==> config.mk <==
export PLATFORM = sky130hd
export DESIGN_NAME = afc_regs
export DESIGN_NICKNAME = d
export VERILOG_FILES = /design/src/inc/afc_pkg.sv /design/src/rtl/afc_ahb_slave.sv /design/src/rtl/afc_field_drv.sv /design/src/rtl/afc_regs.sv
export SDC_FILE = /design/constraint.sdc
export NUM_CORES = 1
export LEC_CHECK = 0
export ABC_AREA = 0
export BUFFER_PORTS_ARGS = -buffer_cell sky130_fd_sc_hd__buf_2
export CORE_UTILIZATION = 48
export CTS_CLUSTER_DIAMETER = 150
export DETAILED_ROUTE_END_ITERATION = 8
export PLACE_DENSITY_LB_ADDON = 0.08
export SLEW_MARGIN = 25
export SYNTH_ARGS = -nofsm -noshare
export SYNTH_HDL_FRONTEND = slang
export SYNTH_HIERARCHICAL = 1
export SYNTH_SLANG_ARGS = --single-unit
export TNS_END_PERCENT = 10
==> constraint.sdc <==
create_clock -name mclk -period 1.9 [get_ports mclk]
set_input_delay 0.38 -clock mclk [delete_from_list [all_inputs] [get_ports mclk]]
set_output_delay 0.38 -clock mclk [all_outputs]
set_load 0.01 [all_outputs]
==> src/inc/afc_pkg.sv <==
/*
 * Shared constants for the analog front-end control register bank:
 * register byte addresses, field positions, reset values and bus codes.
 * Assumes a 32-bit AHB-Lite bus with word-aligned single transfers.
 */
`default_nettype none

package afc_pkg;

    // Register byte addresses
    localparam logic [31:0] IBUF_CTRL_ADDR  = 32'h4008_3400;
    localparam logic [31:0] REF_CFG_ADDR    = 32'h4008_7834;

    // Register widths
    localparam int          IBUF_CTRL_W     = 16;
    localparam int          REF_CFG_W       = 8;

    // Reset values
    localparam logic [15:0] IBUF_CTRL_RST   = 16'h000f;
    localparam logic [7:0]  REF_CFG_RST     = 8'h00;

    // Input buffer control fields
    localparam int          AZ_DIS_BIT      = 10;
    localparam int          CHOP_POL_LSB    = 8;
    localparam int          CHOP_EN_LSB     = 4;
    localparam int          BUF_PD_LSB      = 2;
    localparam int          BUF_BYP_LSB     = 0;

    // Reference configuration fields
    localparam int          DRV_A_OFF_BIT   = 6;
    localparam int          EXT_REF_BIT     = 3;
    localparam int          DRV_B_OFF_BIT   = 2;
    localparam int          REFBUF_OFF_BIT  = 1;
    localparam int          BANDGAP_OFF_BIT = 0;

    // AHB-Lite codes
    localparam logic [1:0]  HTRANS_NONSEQ   = 2'h2;
    localparam logic [1:0]  HTRANS_SEQ      = 2'h3;
    localparam logic [2:0]  HSIZE_WORD      = 3'h2;
    localparam logic        HRESP_OKAY      = 1'h0;
    localparam logic [1:0]  WORD_ALIGN      = 2'h0;

endpackage : afc_pkg

`default_nettype wire

==> src/rtl/afc_ahb_slave.sv <==
/*
 * AHB-Lite front end: captures an address phase and turns it into a
 * one-cycle register write or read strobe in the data phase.
 * Assumes single word transfers; answers with zero wait states.
 */
`default_nettype none

module afc_ahb_slave (
    // Clock and reset
    input  wire logic        mclk,
    input  wire logic        reset,
    // AHB-Lite slave
    input  wire logic        hsel,
    input  wire logic [31:0] haddr,
    input  wire logic [1:0]  htrans,
    input  wire logic        hwrite,
    input  wire logic [2:0]  hsize,
    input  wire logic        hready,
    // Data phase strobes
    output logic             wrStb,
    output logic             rdStb,
    output logic [31:0]      accAddr
);

    typedef struct packed {
        logic        wr;
        logic        rd;
        logic [31:0] addr;
    } afc_aph_s;

    afc_aph_s st_r;
    afc_aph_s st_nxt;
    logic     valid;

    // Only whole aligned words are accepted; others complete as no-ops
    assign valid = hsel && hready
                && (htrans == afc_pkg::HTRANS_NONSEQ
                    || htrans == afc_pkg::HTRANS_SEQ)
                && hsize == afc_pkg::HSIZE_WORD
                && haddr[1:0] == afc_pkg::WORD_ALIGN;

    always_comb begin
        st_nxt      = st_r;
        st_nxt.wr   = valid && hwrite;
        st_nxt.rd   = valid && !hwrite;
        if (valid) begin
            st_nxt.addr = haddr;
        end
    end

    always_ff @(posedge mclk) begin
        if (reset) begin
            st_r <= '0;
        end else begin
            st_r <= st_nxt;
        end
    end

    assign wrStb   = st_r.wr;
    assign rdStb   = st_r.rd;
    assign accAddr = st_r.addr;

endmodule : afc_ahb_slave

`default_nettype wire

==> src/rtl/afc_field_drv.sv <==
/*
 * Registers one group of control bits towards the analog side so that
 * every control output comes straight from a flip-flop.
 * Assumes the source value is on the same clock.
 */
`default_nettype none

module afc_field_drv #(
    parameter int              W   = 8,
    parameter logic [W-1:0]    RST = '0
) (
    // Clock and reset
    input  wire logic          mclk,
    input  wire logic          reset,
    // Value in and out
    input  wire logic [W-1:0]  valIn,
    output logic [W-1:0]       valOut
);

    typedef struct packed {
        logic [W-1:0] val;
    } afc_drv_s;

    afc_drv_s st_r;
    afc_drv_s st_nxt;

    always_comb begin
        st_nxt     = st_r;
        st_nxt.val = valIn;
    end

    always_ff @(posedge mclk) begin
        if (reset) begin
            st_r.val <= RST;
        end else begin
            st_r <= st_nxt;
        end
    end

    assign valOut = st_r.val;

endmodule : afc_field_drv

`default_nettype wire

==> src/rtl/afc_regs.sv <==
/*
 * Analog front-end control register bank: input buffer control and
 * reference configuration, reached over AHB-Lite, driving static
 * controls to the ADC input buffers and the reference subsystem.
 * Assumes one AHB-Lite master; the sequencer lives elsewhere.
 */
// Notes on behaviour
// RQ1: Bit 10 high disables auto-zero; resets low.
// RQ2: Bits 9:8 set buffer chop polarity.
// RQ3: Software clears polarity when auto-zero or chopping.
// RQ4: Bits 5:4 enable chopping per side.
// RQ5: Bits 3:2 power down sides; reset 11.
// RQ6: Bits 1:0 bypass sides; reset 11.
// RQ7: Bit 6 powers down reference driver A.
// RQ8: Bit 3 selects external reference source.
// RQ9: Bit 2 powers down reference driver B.
// RQ10: Bit 1 powers down reference buffer.
// RQ11: Bit 0 powers down band gap.
// RQ12: Software keeps sequencer delay below 255 chopping.
// RQ13: Reserved bits store values, drive nothing.
`default_nettype none

module afc_regs (
    // Clock and reset
    input  wire logic        mclk,
    input  wire logic        reset,
    // AHB-Lite slave
    input  wire logic        hsel,
    input  wire logic [31:0] haddr,
    input  wire logic [1:0]  htrans,
    input  wire logic        hwrite,
    input  wire logic [2:0]  hsize,
    input  wire logic [31:0] hwdata,
    input  wire logic        hready,
    output logic [31:0]      hrdata,
    output logic             hreadyout,
    output logic             hresp,
    // Input buffer controls
    output logic             autozero_disable,
    output logic [1:0]       chop_polarity_sel,
    output logic [1:0]       chop_enable_sel,
    output logic [1:0]       buffer_powerdown_sel,
    output logic [1:0]       buffer_bypass_sel,
    // Reference controls
    output logic             ref_driver_a_off,
    output logic             external_ref_select,
    output logic             ref_driver_b_off,
    output logic             ref_buffer_off,
    output logic             bandgap_off
);

    localparam int IW = afc_pkg::IBUF_CTRL_W;
    localparam int RW = afc_pkg::REF_CFG_W;
    localparam int AW = IW + RW;

    typedef struct packed {
        logic [IW-1:0] ibufCtrl;
        logic [RW-1:0] refCfg;
        logic [31:0]   rdData;
    } afc_regs_s;

    afc_regs_s   st_r;
    afc_regs_s   st_nxt;
    logic        wrStb;
    logic        rdStb;
    logic [31:0] accAddr;
    logic [AW-1:0] ctrlPack;
    logic [AW-1:0] ctrlOut;

    afc_ahb_slave u_bus (
        .mclk    (mclk),
        .reset   (reset),
        .hsel    (hsel),
        .haddr   (haddr),
        .htrans  (htrans),
        .hwrite  (hwrite),
        .hsize   (hsize),
        .hready  (hready),
        .wrStb   (wrStb),
        .rdStb   (rdStb),
        .accAddr (accAddr)
    );

    // Register writes land in the data phase; reads return stored bits,
    // reserved ones included, so software sees exactly what it wrote.
    always_comb begin
        st_nxt        = st_r;
        st_nxt.rdData = '0;
        if (wrStb) begin
            if (accAddr == afc_pkg::IBUF_CTRL_ADDR) begin
                st_nxt.ibufCtrl = hwdata[IW-1:0]; // RQ13
            end else if (accAddr == afc_pkg::REF_CFG_ADDR) begin
                st_nxt.refCfg = hwdata[RW-1:0]; // RQ13
            end
        end
        // Read data is prepared one cycle early from the address phase
        if (hsel && hready && !hwrite
                && hsize == afc_pkg::HSIZE_WORD
                && (htrans == afc_pkg::HTRANS_NONSEQ
                    || htrans == afc_pkg::HTRANS_SEQ)) begin
            if (haddr == afc_pkg::IBUF_CTRL_ADDR) begin
                st_nxt.rdData = {{(32-IW){1'b0}}, st_nxt.ibufCtrl};
            end else if (haddr == afc_pkg::REF_CFG_ADDR) begin
                st_nxt.rdData = {{(32-RW){1'b0}}, st_nxt.refCfg};
            end
        end
    end

    always_ff @(posedge mclk) begin
        if (reset) begin
            st_r.ibufCtrl <= afc_pkg::IBUF_CTRL_RST; // RQ5 RQ6
            st_r.refCfg   <= afc_pkg::REF_CFG_RST;
            st_r.rdData   <= '0;
        end else begin
            st_r <= st_nxt;
        end
    end

    // Read data comes from flops; response is tied to OKAY with zero wait states
    assign hrdata    = st_r.rdData;
    assign hreadyout = 1'b1;
    assign hresp     = afc_pkg::HRESP_OKAY;

    // Polarity is passed through as written; the hardware does not police
    // its use with auto-zero or chopping, software must clear it. RQ3
    assign ctrlPack = {st_nxt.ibufCtrl, st_nxt.refCfg};

    afc_field_drv #(
        .W   (AW),
        .RST ({afc_pkg::IBUF_CTRL_RST, afc_pkg::REF_CFG_RST})
    ) u_drv (
        .mclk   (mclk),
        .reset  (reset),
        .valIn  (ctrlPack),
        .valOut (ctrlOut)
    );

    // Reserved bits are simply not routed to any output
    assign autozero_disable = ctrlOut[RW + afc_pkg::AZ_DIS_BIT]; // RQ1
    assign chop_polarity_sel =
        ctrlOut[RW + afc_pkg::CHOP_POL_LSB +: 2]; // RQ2
    assign chop_enable_sel =
        ctrlOut[RW + afc_pkg::CHOP_EN_LSB +: 2]; // RQ4
    assign buffer_powerdown_sel =
        ctrlOut[RW + afc_pkg::BUF_PD_LSB +: 2]; // RQ5
    assign buffer_bypass_sel =
        ctrlOut[RW + afc_pkg::BUF_BYP_LSB +: 2]; // RQ6
    assign ref_driver_a_off    = ctrlOut[afc_pkg::DRV_A_OFF_BIT]; // RQ7
    assign external_ref_select = ctrlOut[afc_pkg::EXT_REF_BIT]; // RQ8
    assign ref_driver_b_off    = ctrlOut[afc_pkg::DRV_B_OFF_BIT]; // RQ9
    assign ref_buffer_off      = ctrlOut[afc_pkg::REFBUF_OFF_BIT]; // RQ10
    assign bandgap_off         = ctrlOut[afc_pkg::BANDGAP_OFF_BIT]; // RQ11

    // Stored words carry reserved bits too, so read-back matches writes
    ibuf_store_a : assert property ( // RQ13
        @(posedge mclk) disable iff (reset)
        wrStb && accAddr == afc_pkg::IBUF_CTRL_ADDR
        |=> st_r.ibufCtrl == $past(hwdata[IW-1:0]))
        else $error("Input buffer register did not store the word");

    ref_store_a : assert property ( // RQ13
        @(posedge mclk) disable iff (reset)
        wrStb && accAddr == afc_pkg::REF_CFG_ADDR
        |=> st_r.refCfg == $past(hwdata[RW-1:0]))
        else $error("Reference register did not store the word");

    // Each control takes its field one edge after the write data phase
    az_write_a : assert property ( // RQ1
        @(posedge mclk) disable iff (reset)
        wrStb && accAddr == afc_pkg::IBUF_CTRL_ADDR
        |=> autozero_disable == $past(hwdata[afc_pkg::AZ_DIS_BIT]))
        else $error("Auto-zero control did not take written bit");

    polarity_write_a : assert property ( // RQ2
        @(posedge mclk) disable iff (reset)
        wrStb && accAddr == afc_pkg::IBUF_CTRL_ADDR
        |=> chop_polarity_sel
            == $past(hwdata[afc_pkg::CHOP_POL_LSB +: 2]))
        else $error("Chop polarity did not take written field");

    chop_write_a : assert property ( // RQ4
        @(posedge mclk) disable iff (reset)
        wrStb && accAddr == afc_pkg::IBUF_CTRL_ADDR
        |=> chop_enable_sel == $past(hwdata[afc_pkg::CHOP_EN_LSB +: 2]))
        else $error("Chop enable did not take written field");

    pd_write_a : assert property ( // RQ5
        @(posedge mclk) disable iff (reset)
        wrStb && accAddr == afc_pkg::IBUF_CTRL_ADDR
        |=> buffer_powerdown_sel
            == $past(hwdata[afc_pkg::BUF_PD_LSB +: 2]))
        else $error("Buffer power-down did not take written field");

    bypass_write_a : assert property ( // RQ6
        @(posedge mclk) disable iff (reset)
        wrStb && accAddr == afc_pkg::IBUF_CTRL_ADDR
        |=> buffer_bypass_sel == $past(hwdata[afc_pkg::BUF_BYP_LSB +: 2]))
        else $error("Bypass did not take written field");

    drv_a_write_a : assert property ( // RQ7
        @(posedge mclk) disable iff (reset)
        wrStb && accAddr == afc_pkg::REF_CFG_ADDR
        |=> ref_driver_a_off == $past(hwdata[afc_pkg::DRV_A_OFF_BIT]))
        else $error("Driver A power-down did not take written bit");

    ext_ref_write_a : assert property ( // RQ8
        @(posedge mclk) disable iff (reset)
        wrStb && accAddr == afc_pkg::REF_CFG_ADDR
        |=> external_ref_select == $past(hwdata[afc_pkg::EXT_REF_BIT]))
        else $error("Reference source select did not take written bit");

    drv_b_write_a : assert property ( // RQ9
        @(posedge mclk) disable iff (reset)
        wrStb && accAddr == afc_pkg::REF_CFG_ADDR
        |=> ref_driver_b_off == $past(hwdata[afc_pkg::DRV_B_OFF_BIT]))
        else $error("Driver B power-down did not take written bit");

    refbuf_write_a : assert property ( // RQ10
        @(posedge mclk) disable iff (reset)
        wrStb && accAddr == afc_pkg::REF_CFG_ADDR
        |=> ref_buffer_off == $past(hwdata[afc_pkg::REFBUF_OFF_BIT]))
        else $error("Reference buffer power-down did not take written bit");

    bandgap_write_a : assert property ( // RQ11
        @(posedge mclk) disable iff (reset)
        wrStb && accAddr == afc_pkg::REF_CFG_ADDR
        |=> bandgap_off == $past(hwdata[afc_pkg::BANDGAP_OFF_BIT]))
        else $error("Band gap power-down did not take written bit");

    refcfg_write_a : assert property ( // RQ7 RQ8 RQ9
        @(posedge mclk) disable iff (reset)
        wrStb && accAddr == afc_pkg::REF_CFG_ADDR
        |=> {ref_driver_a_off, external_ref_select, ref_driver_b_off}
            == {$past(hwdata[afc_pkg::DRV_A_OFF_BIT]),
                $past(hwdata[afc_pkg::EXT_REF_BIT]),
                $past(hwdata[afc_pkg::DRV_B_OFF_BIT])})
        else $error("Reference controls did not take written bits");

    // Controls are static: only a write to their register moves them
    az_hold_a : assert property ( // RQ1
        @(posedge mclk) disable iff (reset)
        !(wrStb && accAddr == afc_pkg::IBUF_CTRL_ADDR)
        |=> $stable(autozero_disable))
        else $error("Auto-zero control changed without a write");

    polarity_hold_a : assert property ( // RQ2
        @(posedge mclk) disable iff (reset)
        !(wrStb && accAddr == afc_pkg::IBUF_CTRL_ADDR)
        |=> $stable(chop_polarity_sel))
        else $error("Chop polarity changed without a write");

    chop_hold_a : assert property ( // RQ4
        @(posedge mclk) disable iff (reset)
        !(wrStb && accAddr == afc_pkg::IBUF_CTRL_ADDR)
        |=> $stable(chop_enable_sel))
        else $error("Chop enable changed without a write");

    pd_hold_a : assert property ( // RQ5
        @(posedge mclk) disable iff (reset)
        !(wrStb && accAddr == afc_pkg::IBUF_CTRL_ADDR)
        |=> $stable(buffer_powerdown_sel))
        else $error("Buffer power-down changed without a write");

    bypass_hold_a : assert property ( // RQ6
        @(posedge mclk) disable iff (reset)
        !(wrStb && accAddr == afc_pkg::IBUF_CTRL_ADDR)
        |=> $stable(buffer_bypass_sel))
        else $error("Bypass changed without a write");

    drv_a_hold_a : assert property ( // RQ7
        @(posedge mclk) disable iff (reset)
        !(wrStb && accAddr == afc_pkg::REF_CFG_ADDR)
        |=> $stable(ref_driver_a_off))
        else $error("Driver A power-down changed without a write");

    ext_ref_hold_a : assert property ( // RQ8
        @(posedge mclk) disable iff (reset)
        !(wrStb && accAddr == afc_pkg::REF_CFG_ADDR)
        |=> $stable(external_ref_select))
        else $error("Reference source changed without a write");

    drv_b_hold_a : assert property ( // RQ9
        @(posedge mclk) disable iff (reset)
        !(wrStb && accAddr == afc_pkg::REF_CFG_ADDR)
        |=> $stable(ref_driver_b_off))
        else $error("Driver B power-down changed without a write");

    ref_hold_a : assert property ( // RQ10 RQ11
        @(posedge mclk) disable iff (reset)
        !(wrStb && accAddr == afc_pkg::REF_CFG_ADDR)
        |=> $stable({ref_buffer_off, bandgap_off}))
        else $error("Reference power-down changed without a write");

    // Reset values hold during reset and at the first edge after it
    reset_value_a : assert property ( // RQ1 RQ5 RQ6 RQ11
        @(posedge mclk)
        $fell(reset) |-> buffer_bypass_sel == 2'h3
            && buffer_powerdown_sel == 2'h3 && !autozero_disable
            && !bandgap_off)
        else $error("Wrong control values after reset");

    ibuf_reset_a : assert property ( // RQ2 RQ4
        @(posedge mclk)
        $fell(reset) |-> chop_polarity_sel == 2'h0
            && chop_enable_sel == 2'h0)
        else $error("Chop controls not cleared after reset");

    ref_reset_a : assert property ( // RQ7 RQ8 RQ9 RQ10
        @(posedge mclk)
        $fell(reset) |-> !ref_driver_a_off && !external_ref_select
            && !ref_driver_b_off && !ref_buffer_off)
        else $error("Reference controls not cleared after reset");

    pd_in_reset_a : assert property ( // RQ5 RQ6
        @(posedge mclk)
        reset |=> buffer_powerdown_sel == 2'h3
            && buffer_bypass_sel == 2'h3)
        else $error("Buffers not powered down and bypassed in reset");

    ref_in_reset_a : assert property ( // RQ7 RQ8 RQ9 RQ10 RQ11
        @(posedge mclk)
        reset |=> {ref_driver_a_off, external_ref_select, ref_driver_b_off,
                   ref_buffer_off, bandgap_off} == 5'h00)
        else $error("Reference controls not cleared in reset");

    // Read data stands only in a read data phase, zero elsewhere
    read_back_a : assert property ( // RQ13
        @(posedge mclk) disable iff (reset)
        rdStb && accAddr == afc_pkg::IBUF_CTRL_ADDR
        |-> hrdata == {16'h0000, st_r.ibufCtrl})
        else $error("Input buffer register read back wrong");

    ref_read_back_a : assert property ( // RQ13
        @(posedge mclk) disable iff (reset)
        rdStb && accAddr == afc_pkg::REF_CFG_ADDR
        |-> hrdata == {{(32-RW){1'b0}}, st_r.refCfg})
        else $error("Reference register read back wrong");

    unmapped_rd_a : assert property ( // RQ13
        @(posedge mclk) disable iff (reset)
        rdStb && accAddr != afc_pkg::IBUF_CTRL_ADDR
            && accAddr != afc_pkg::REF_CFG_ADDR
        |-> hrdata == 32'h0000_0000)
        else $error("Unmapped read returned nonzero data");

    hrdata_idle_a : assert property ( // RQ13
        @(posedge mclk) disable iff (reset)
        !rdStb |-> hrdata == 32'h0000_0000)
        else $error("Read data present outside a read data phase");

endmodule : afc_regs

`default_nettype wire

==> out/qor.txt, run 1 <==
achievable frequency - 494 MHz
Crit Path Category - register to register
placed cell count - 597
Slew @ Worst Pin - 0.812 ns
GRT Residual Overflow - 0
largest net degree at the start of global routing - 102
commonest non-fill, non-tap cell in the layout - buf_2
I/O pin cnt - 122
H-tree depth - 3
final setup vio count - 23
RSZ-0062 raised after global routing - yes
first-pass GRT wire length - 13200 µm
DR vias - 3086
commonest non-fill, non-tap cells in the layout - buf_2 (86), dfxtp_1 (83), nand2b_1 (60), mux2i_1 (37), buf_4 (29)
DRT iter0 DRCs - 115
leak pwr - 2.15 nW
Final Hold Fails - 0
Die Width - 95.1 µm
setup ws final - -0.123 ns
outcome - complete, but fails checks
Via density - 4.99
clk root buf - clkbuf_8
crit-path cells - nor4b_4 -> nand4_4 -> nor4_4 -> buf_4 -> clkbuf_16 -> mux2_4 -> nor2b_1
fin nets - 582
Pwr Density - 649 mW/mm²
Post-Route Utilization - 0.622
Worst R2R Start - u_bus/accAddr[8]
worst skew pair latency - 0.36 ns
DRT Wirelength - 8260 µm
crit path capture type - register
Layout fillers - 707
period utilization - 1.06
Core ar. - 0.00830 mm²
Antenna diodes - 0
number of global-route vias before repair - 2778
Post-DRT Antenna Nets - 0
crit path from - u_bus/accAddr[8]
CTS Sinks - 87
CP required - 2.12 ns
total of max-cap violations - 0
FP Rows - 33
Worst setup SP type - register
wire length per cell - 13.4 µm
Reg clk slew, reported paths - 0.09 ns
Initial Util - 0.501
clk_skew - 0.0148 ns
Hold WC Path Type - input pin to register
mean post-synth cell area - 9.95 µm²
yosys warns - 6
Critical-path top delay cell - dfxtp_2
post-synthesis cell area - 0.00416 mm²
pre-CTS WS - -0.279 ns
Worst Path Max Fanout - 6
GRT Resource Usage Total - 0.190
Die Area - 0.00904 mm²
layout cells sized above 1 - 0.378
failing checks - setup timing
hold path start - hwdata[15]
Final Max Tran Viols - 0
Die Ht - 95.1 µm
I/O Buffers - 86
Crit path largest cell delay - 0.34 ns
Finished Layout Cells - 618
initial antenna violation count - 0
# DRC - 0
crit path DAT - 2.24 ns
TritonCTS clock tree - yes
fin crit period - 2.02 ns
Peak VDD IR - 0.000357 V
First-pass DRT Iterations - 4
CTS Buf Count - 9
RePlAce Congestion - 0.780
clock buffer depth - 2
detailed placer's ending HPWL - 5410 µm
area growth from synthesis to layout - 24.1%
relative slew slack - 0.458
cells after synthesis - 418
[power by group]
part / total, mW / internal (mW) / switching [mW]
Sequential: 1.82 / 1.82 / 0.00117
Clock: 1.32 / 0.626 / 0.696
Combinational: 0.202 / 0.0990 / 0.103
[metal layers]
| metal | share of wire | vias to the layer above | wire length [µm] | global-route usage |
|---|---|---|---|---|
| li1 | - | 1563 | - | - |
| met1 | 0.48 | 1414 | 3980 | 0.254 |
| met2 | 0.44 | 97 | 3640 | 0.290 |
| met3 | 0.059 | 12 | 488 | 0.0439 |
| met4 | 0.017 | 0 | 140 | 0.0859 |
| met5 | 0 | - | 0 | 0 |
[path summary, 6_finish.rpt]
kind,end,slack (ns),cells after the start
hold reg to reg,u_bus/accAddr[18],0.48,2
hold / removal,st_r[55],0.27,3
setup reg to reg,st_r[34],-0.12,7
setup / recovery,st_r[34],-0.12,7
[stage by stage]
stage / cell area [µm²] / hold slack [ns] / total power [mW] / setup TNS (ns)
global route: 5160 / 0.269 / 3.50 / -5.25
detailed placement: 4720 / 0.464 / 2.07 / -6.38
CTS: 5000 / 0.265 / 3.39 / -1.32
global placement: 4720 / 0.457 / 2.06 / -4.79
finish: 5160 / 0.273 / 3.35 / -1.78
floorplan: 4240 / 0.444 / 1.98 / 0
[repair_timing]
action,in CTS,in global routing
cloned,1,1
hold buffers,0,0
endpoints found under the setup margin,46,54
pin swaps,3,5
resized for setup,8,23
buffers inserted,1,2
[sequential cells by signal, summed over array words and instances, names as in the netlist]
name and cells:
hrdata 16, st_r 24, u_bus/accAddr 32, u_bus/wrStb 1
u_drv/valOut 14
[cell type report]
class / count / area (µm²) / share of cell area
Tap cell: 105 / 131 / 0.0255
Sequential cell: 87 / 1750 / 0.338
Inverter: 3 / 11.3 / 0.00218
Multi-Input combinational cell: 282 / 2220 / 0.429
Clock buffer: 9 / 124 / 0.0240
Clock inverter: 7 / 80.1 / 0.0155
Timing Repair Buffer: 125 / 852 / 0.165
[worst max-delay path: cells and delay by family, from the launching register on]
kind,cells,cell delay [ns]
flops,1,0.34
simple gates,4,0.91
buf+inv,2,0.34
mux,1,0.30
(Power assumes the default switching activity.)
==> run 2, diff against run 1 <==
--- a/config.mk
+++ b/config.mk
@@ -9,4 +9,5 @@
 export BUFFER_PORTS_ARGS = -buffer_cell sky130_fd_sc_hd__buf_2
 export CORE_UTILIZATION = 48
+export CTS_BUF_LIST = sky130_fd_sc_hd__clkbuf_16
 export CTS_CLUSTER_DIAMETER = 150
 export DETAILED_ROUTE_END_ITERATION = 8
==> constraint.sdc (replaced) <==
create_clock -name mclk -period 1.9 [get_ports mclk]
set_input_delay 0.19 -clock mclk [delete_from_list [all_inputs] [get_ports mclk]]
set_output_delay 0.19 -clock mclk [all_outputs]
set_load 0.01 [all_outputs]
==> out/qor.txt, run 2 (same netlist as run 1, synthesis figures left out) <==
outcome - complete, but fails checks (unchanged)
failing checks - setup timing (unchanged)
total of max-cap violations - 0 (unchanged)
detailed placer's ending HPWL - 5300 µm (was 5410 µm)
TritonCTS clock tree - yes (unchanged)
fin crit period - 1.96 ns (was 2.02 ns)
Slew @ Worst Pin - 0.828 ns (was 0.812 ns)
layer carrying the most global-route usage - met2 (unchanged)
Die Ht - 95.1 µm (unchanged)
CP required - 2.09 ns (was 2.12 ns)
met1 Resource Use GR - 0.262 (was 0.254)
internal power - 2.82 mW (was 2.55 mW)
Finished Layout Cells - 603 (was 618)
Die Area - 0.00904 mm² (unchanged)
Layout fillers - 716 (was 707)
Post-DRT Antenna Nets - 0 (unchanged)
Critical-path top delay cell - dfxtp_2 (unchanged)
relative slew slack - 0.448 (was 0.458)
layout cells sized above 1 - 0.355 (was 0.378)
first-pass GRT wire length - 13200 µm (unchanged)
RSZ-0062 raised after global routing - yes (unchanged)
Final Hold Fails - 0 (unchanged)
Pwr Density - 722 mW/mm² (was 649 mW/mm²)
crit-path cells - nor4b_4 -> nand3_2 -> nor4_4 -> buf_4 -> buf_12 -> mux2_4 -> nor2b_1 (was nor4b_4 -> nand4_4 -> nor4_4 -> buf_4 -> clkbuf_16 -> mux2_4 -> nor2b_1)
clk root buf - clkbuf_16 (was clkbuf_8)
met3 Use GR - 0.0423 (was 0.0439)
number of global-route vias before repair - 2749 (was 2778)
fin nets - 567 (was 582)
final setup vio count - 13 (was 23)
Setup TNS - -0.569 ns (was -1.78 ns)
crit path DAT - 2.15 ns (was 2.24 ns)
RePlAce Congestion - 0.776 (was 0.780)
DR vias - 3052 (was 3086)
H-tree depth - 3 (unchanged)
WHS - 0.107 ns (was 0.273 ns)
Worst Path Max Fanout - 6 (unchanged)
sw frac - 0.239 (about the same)
Final Max Tran Viols - 0 (unchanged)
CTS Buf Count - 9 (unchanged)
Initial Util - 0.501 (unchanged)
Post-Route Utilization - 0.619 (was 0.622)
setup ws final - -0.0559 ns (was -0.123 ns)
area growth from synthesis to layout - 23.6% (was 24.1%)
commonest non-fill, non-tap cell in the layout - buf_2 (unchanged)
largest net degree at the start of global routing - 102 (unchanged)
Area after DPL - 0.00462 mm² (was 0.00472 mm²)
Core ar. - 0.00830 mm² (unchanged)
DRT iter0 DRCs - 148 (was 115)
Peak VDD IR - 0.000405 V (was 0.000357 V)
clock buffer depth - 2 (unchanged)
Die Width - 95.1 µm (unchanged)
Hold WC Path Type - input pin to register (unchanged)
I/O pin cnt - 122 (unchanged)
Largest register FFs - 32 (unchanged)
Crit Path Category - register to register (unchanged)
Clk pwr share - 0.458 (was 0.395)
Worst setup SP type - register (unchanged)
placed cell count - 582 (was 597)
Via density - 5.06 (was 4.99)
Comb pwr share - 0.051 (was 0.060)
CP bufs+invs - 2 (unchanged)
clk_skew - 0.00842 ns (was 0.0148 ns)
period utilization - 1.03 (was 1.06)
GRT Resource Usage Total - 0.190 (about the same)
Crit path largest cell delay - 0.34 ns (about the same)
met2 Resource Use GR - 0.284 (was 0.290)
GRT Residual Overflow - 0 (unchanged)
First-pass DRT Iterations - 5 (was 4)
CP delay by family, top - simple AND/OR/NAND/NOR gates (unchanged)
commonest non-fill, non-tap cells in the layout - buf_2 (86), dfxtp_1 (82), nand2b_1 (60), mux2i_1 (36), nand3_1 (24) (was buf_2 (86), dfxtp_1 (83), nand2b_1 (60), mux2i_1 (37), buf_4 (29))
achievable frequency - 511 MHz (was 494 MHz)
worst skew pair latency - 0.34 ns (was 0.36 ns)
Psw - 0.889 mW (was 0.800 mW)
crit path capture type - register (unchanged)
Antenna diodes - 0 (unchanged)
wire length per cell - 13.7 µm (was 13.4 µm)
FP Rows - 33 (unchanged)
Post-CTS Hold Buffers - 0 (unchanged)
DRT Wirelength - 8240 µm (was 8260 µm)
initial antenna violation count - 0 (unchanged)
I/O Buffers - 86 (unchanged)
# DRC - 0 (unchanged)
Reg clk slew, reported paths - 0.07 ns (was 0.09 ns)
leak pwr - 2.11 nW (was 2.15 nW)
Reg power frac - 0.492 (was 0.545)
Design Area, Final - 0.00514 mm² (was 0.00516 mm²)
CTS Sinks - 87 (unchanged)
[run 2: timing repair]
| action | in CTS | in global routing |
|---|---|---|
| endpoints found under the setup margin | 35 | 42 |
| setup buffers | 1 | 2 |
| pin swaps | 1 | 3 |
| gates cloned | 1 | 1 |
| resized for setup | 18 | 16 |
[run 2: path summary, 6_finish.rpt]
| path | endpoint | startpoint | cells after the start | slack (ns) |
|---|---|---|---|---|
| setup / recovery | st_r[35] | u_bus/accAddr[27] | 7 | -0.06 |
| hold / removal | st_r[55] | hwdata[15] | 3 | 0.11 |
| setup reg to reg | st_r[35] | u_bus/accAddr[27] | 7 | -0.06 |
| hold reg to reg | u_bus/accAddr[12] | u_bus/accAddr[12] | 2 | 0.48 |
[run 2: power by group through the flow]
stage | Clock [mW] | Combinational (mW) | Sequential [mW]
CTS | 1.73 | 0.186 | 1.82
global route | 1.81 | 0.210 | 1.82
finish | 1.70 | 0.189 | 1.82
global placement | 0 | 0.183 | 1.87
floorplan | 0 | 0.117 | 1.87
detailed placement | 0 | 0.184 | 1.87
[run 2: area by class of cell]
class | instances | area, µm² | share of cell area
Timing Repair Buffer | 110 | 748 | 0.146
Multi-Input combinational cell | 282 | 2210 | 0.431
Clock inverter | 7 | 62.6 | 0.0122
Clock buffer | 9 | 225 | 0.0438
Tap cell | 105 | 131 | 0.0256
Inverter | 3 | 11.3 | 0.00219
Sequential cell | 87 | 1750 | 0.340
[run 2: routing by layer]
| metal | wire length, µm | up-vias |
|---|---|---|
| met5 | 0 | - |
| met4 | 143 | 0 |
| met3 | 382 | 15 |
| met2 | 3660 | 88 |
| met1 | 4050 | 1411 |
| li1 | - | 1538 |
[run 2: stage by stage]
step	setup slack (ns)	power, mW
6_report	-0.0559	3.71
5_1_grt	-0.138	3.84
4_1_cts	-0.0690	3.74
3_5_place_dp	-0.157	2.05
3_3_place_gp	-0.144	2.05
2_1_floorplan	0.00671	1.98
[run 2: worst reg2reg max path: cells and delay by family, from the launching register on]
kind	cells	cell delay, ns
simple gates	4	0.88
flops	1	0.34
mux	1	0.30
buf+inv	2	0.29
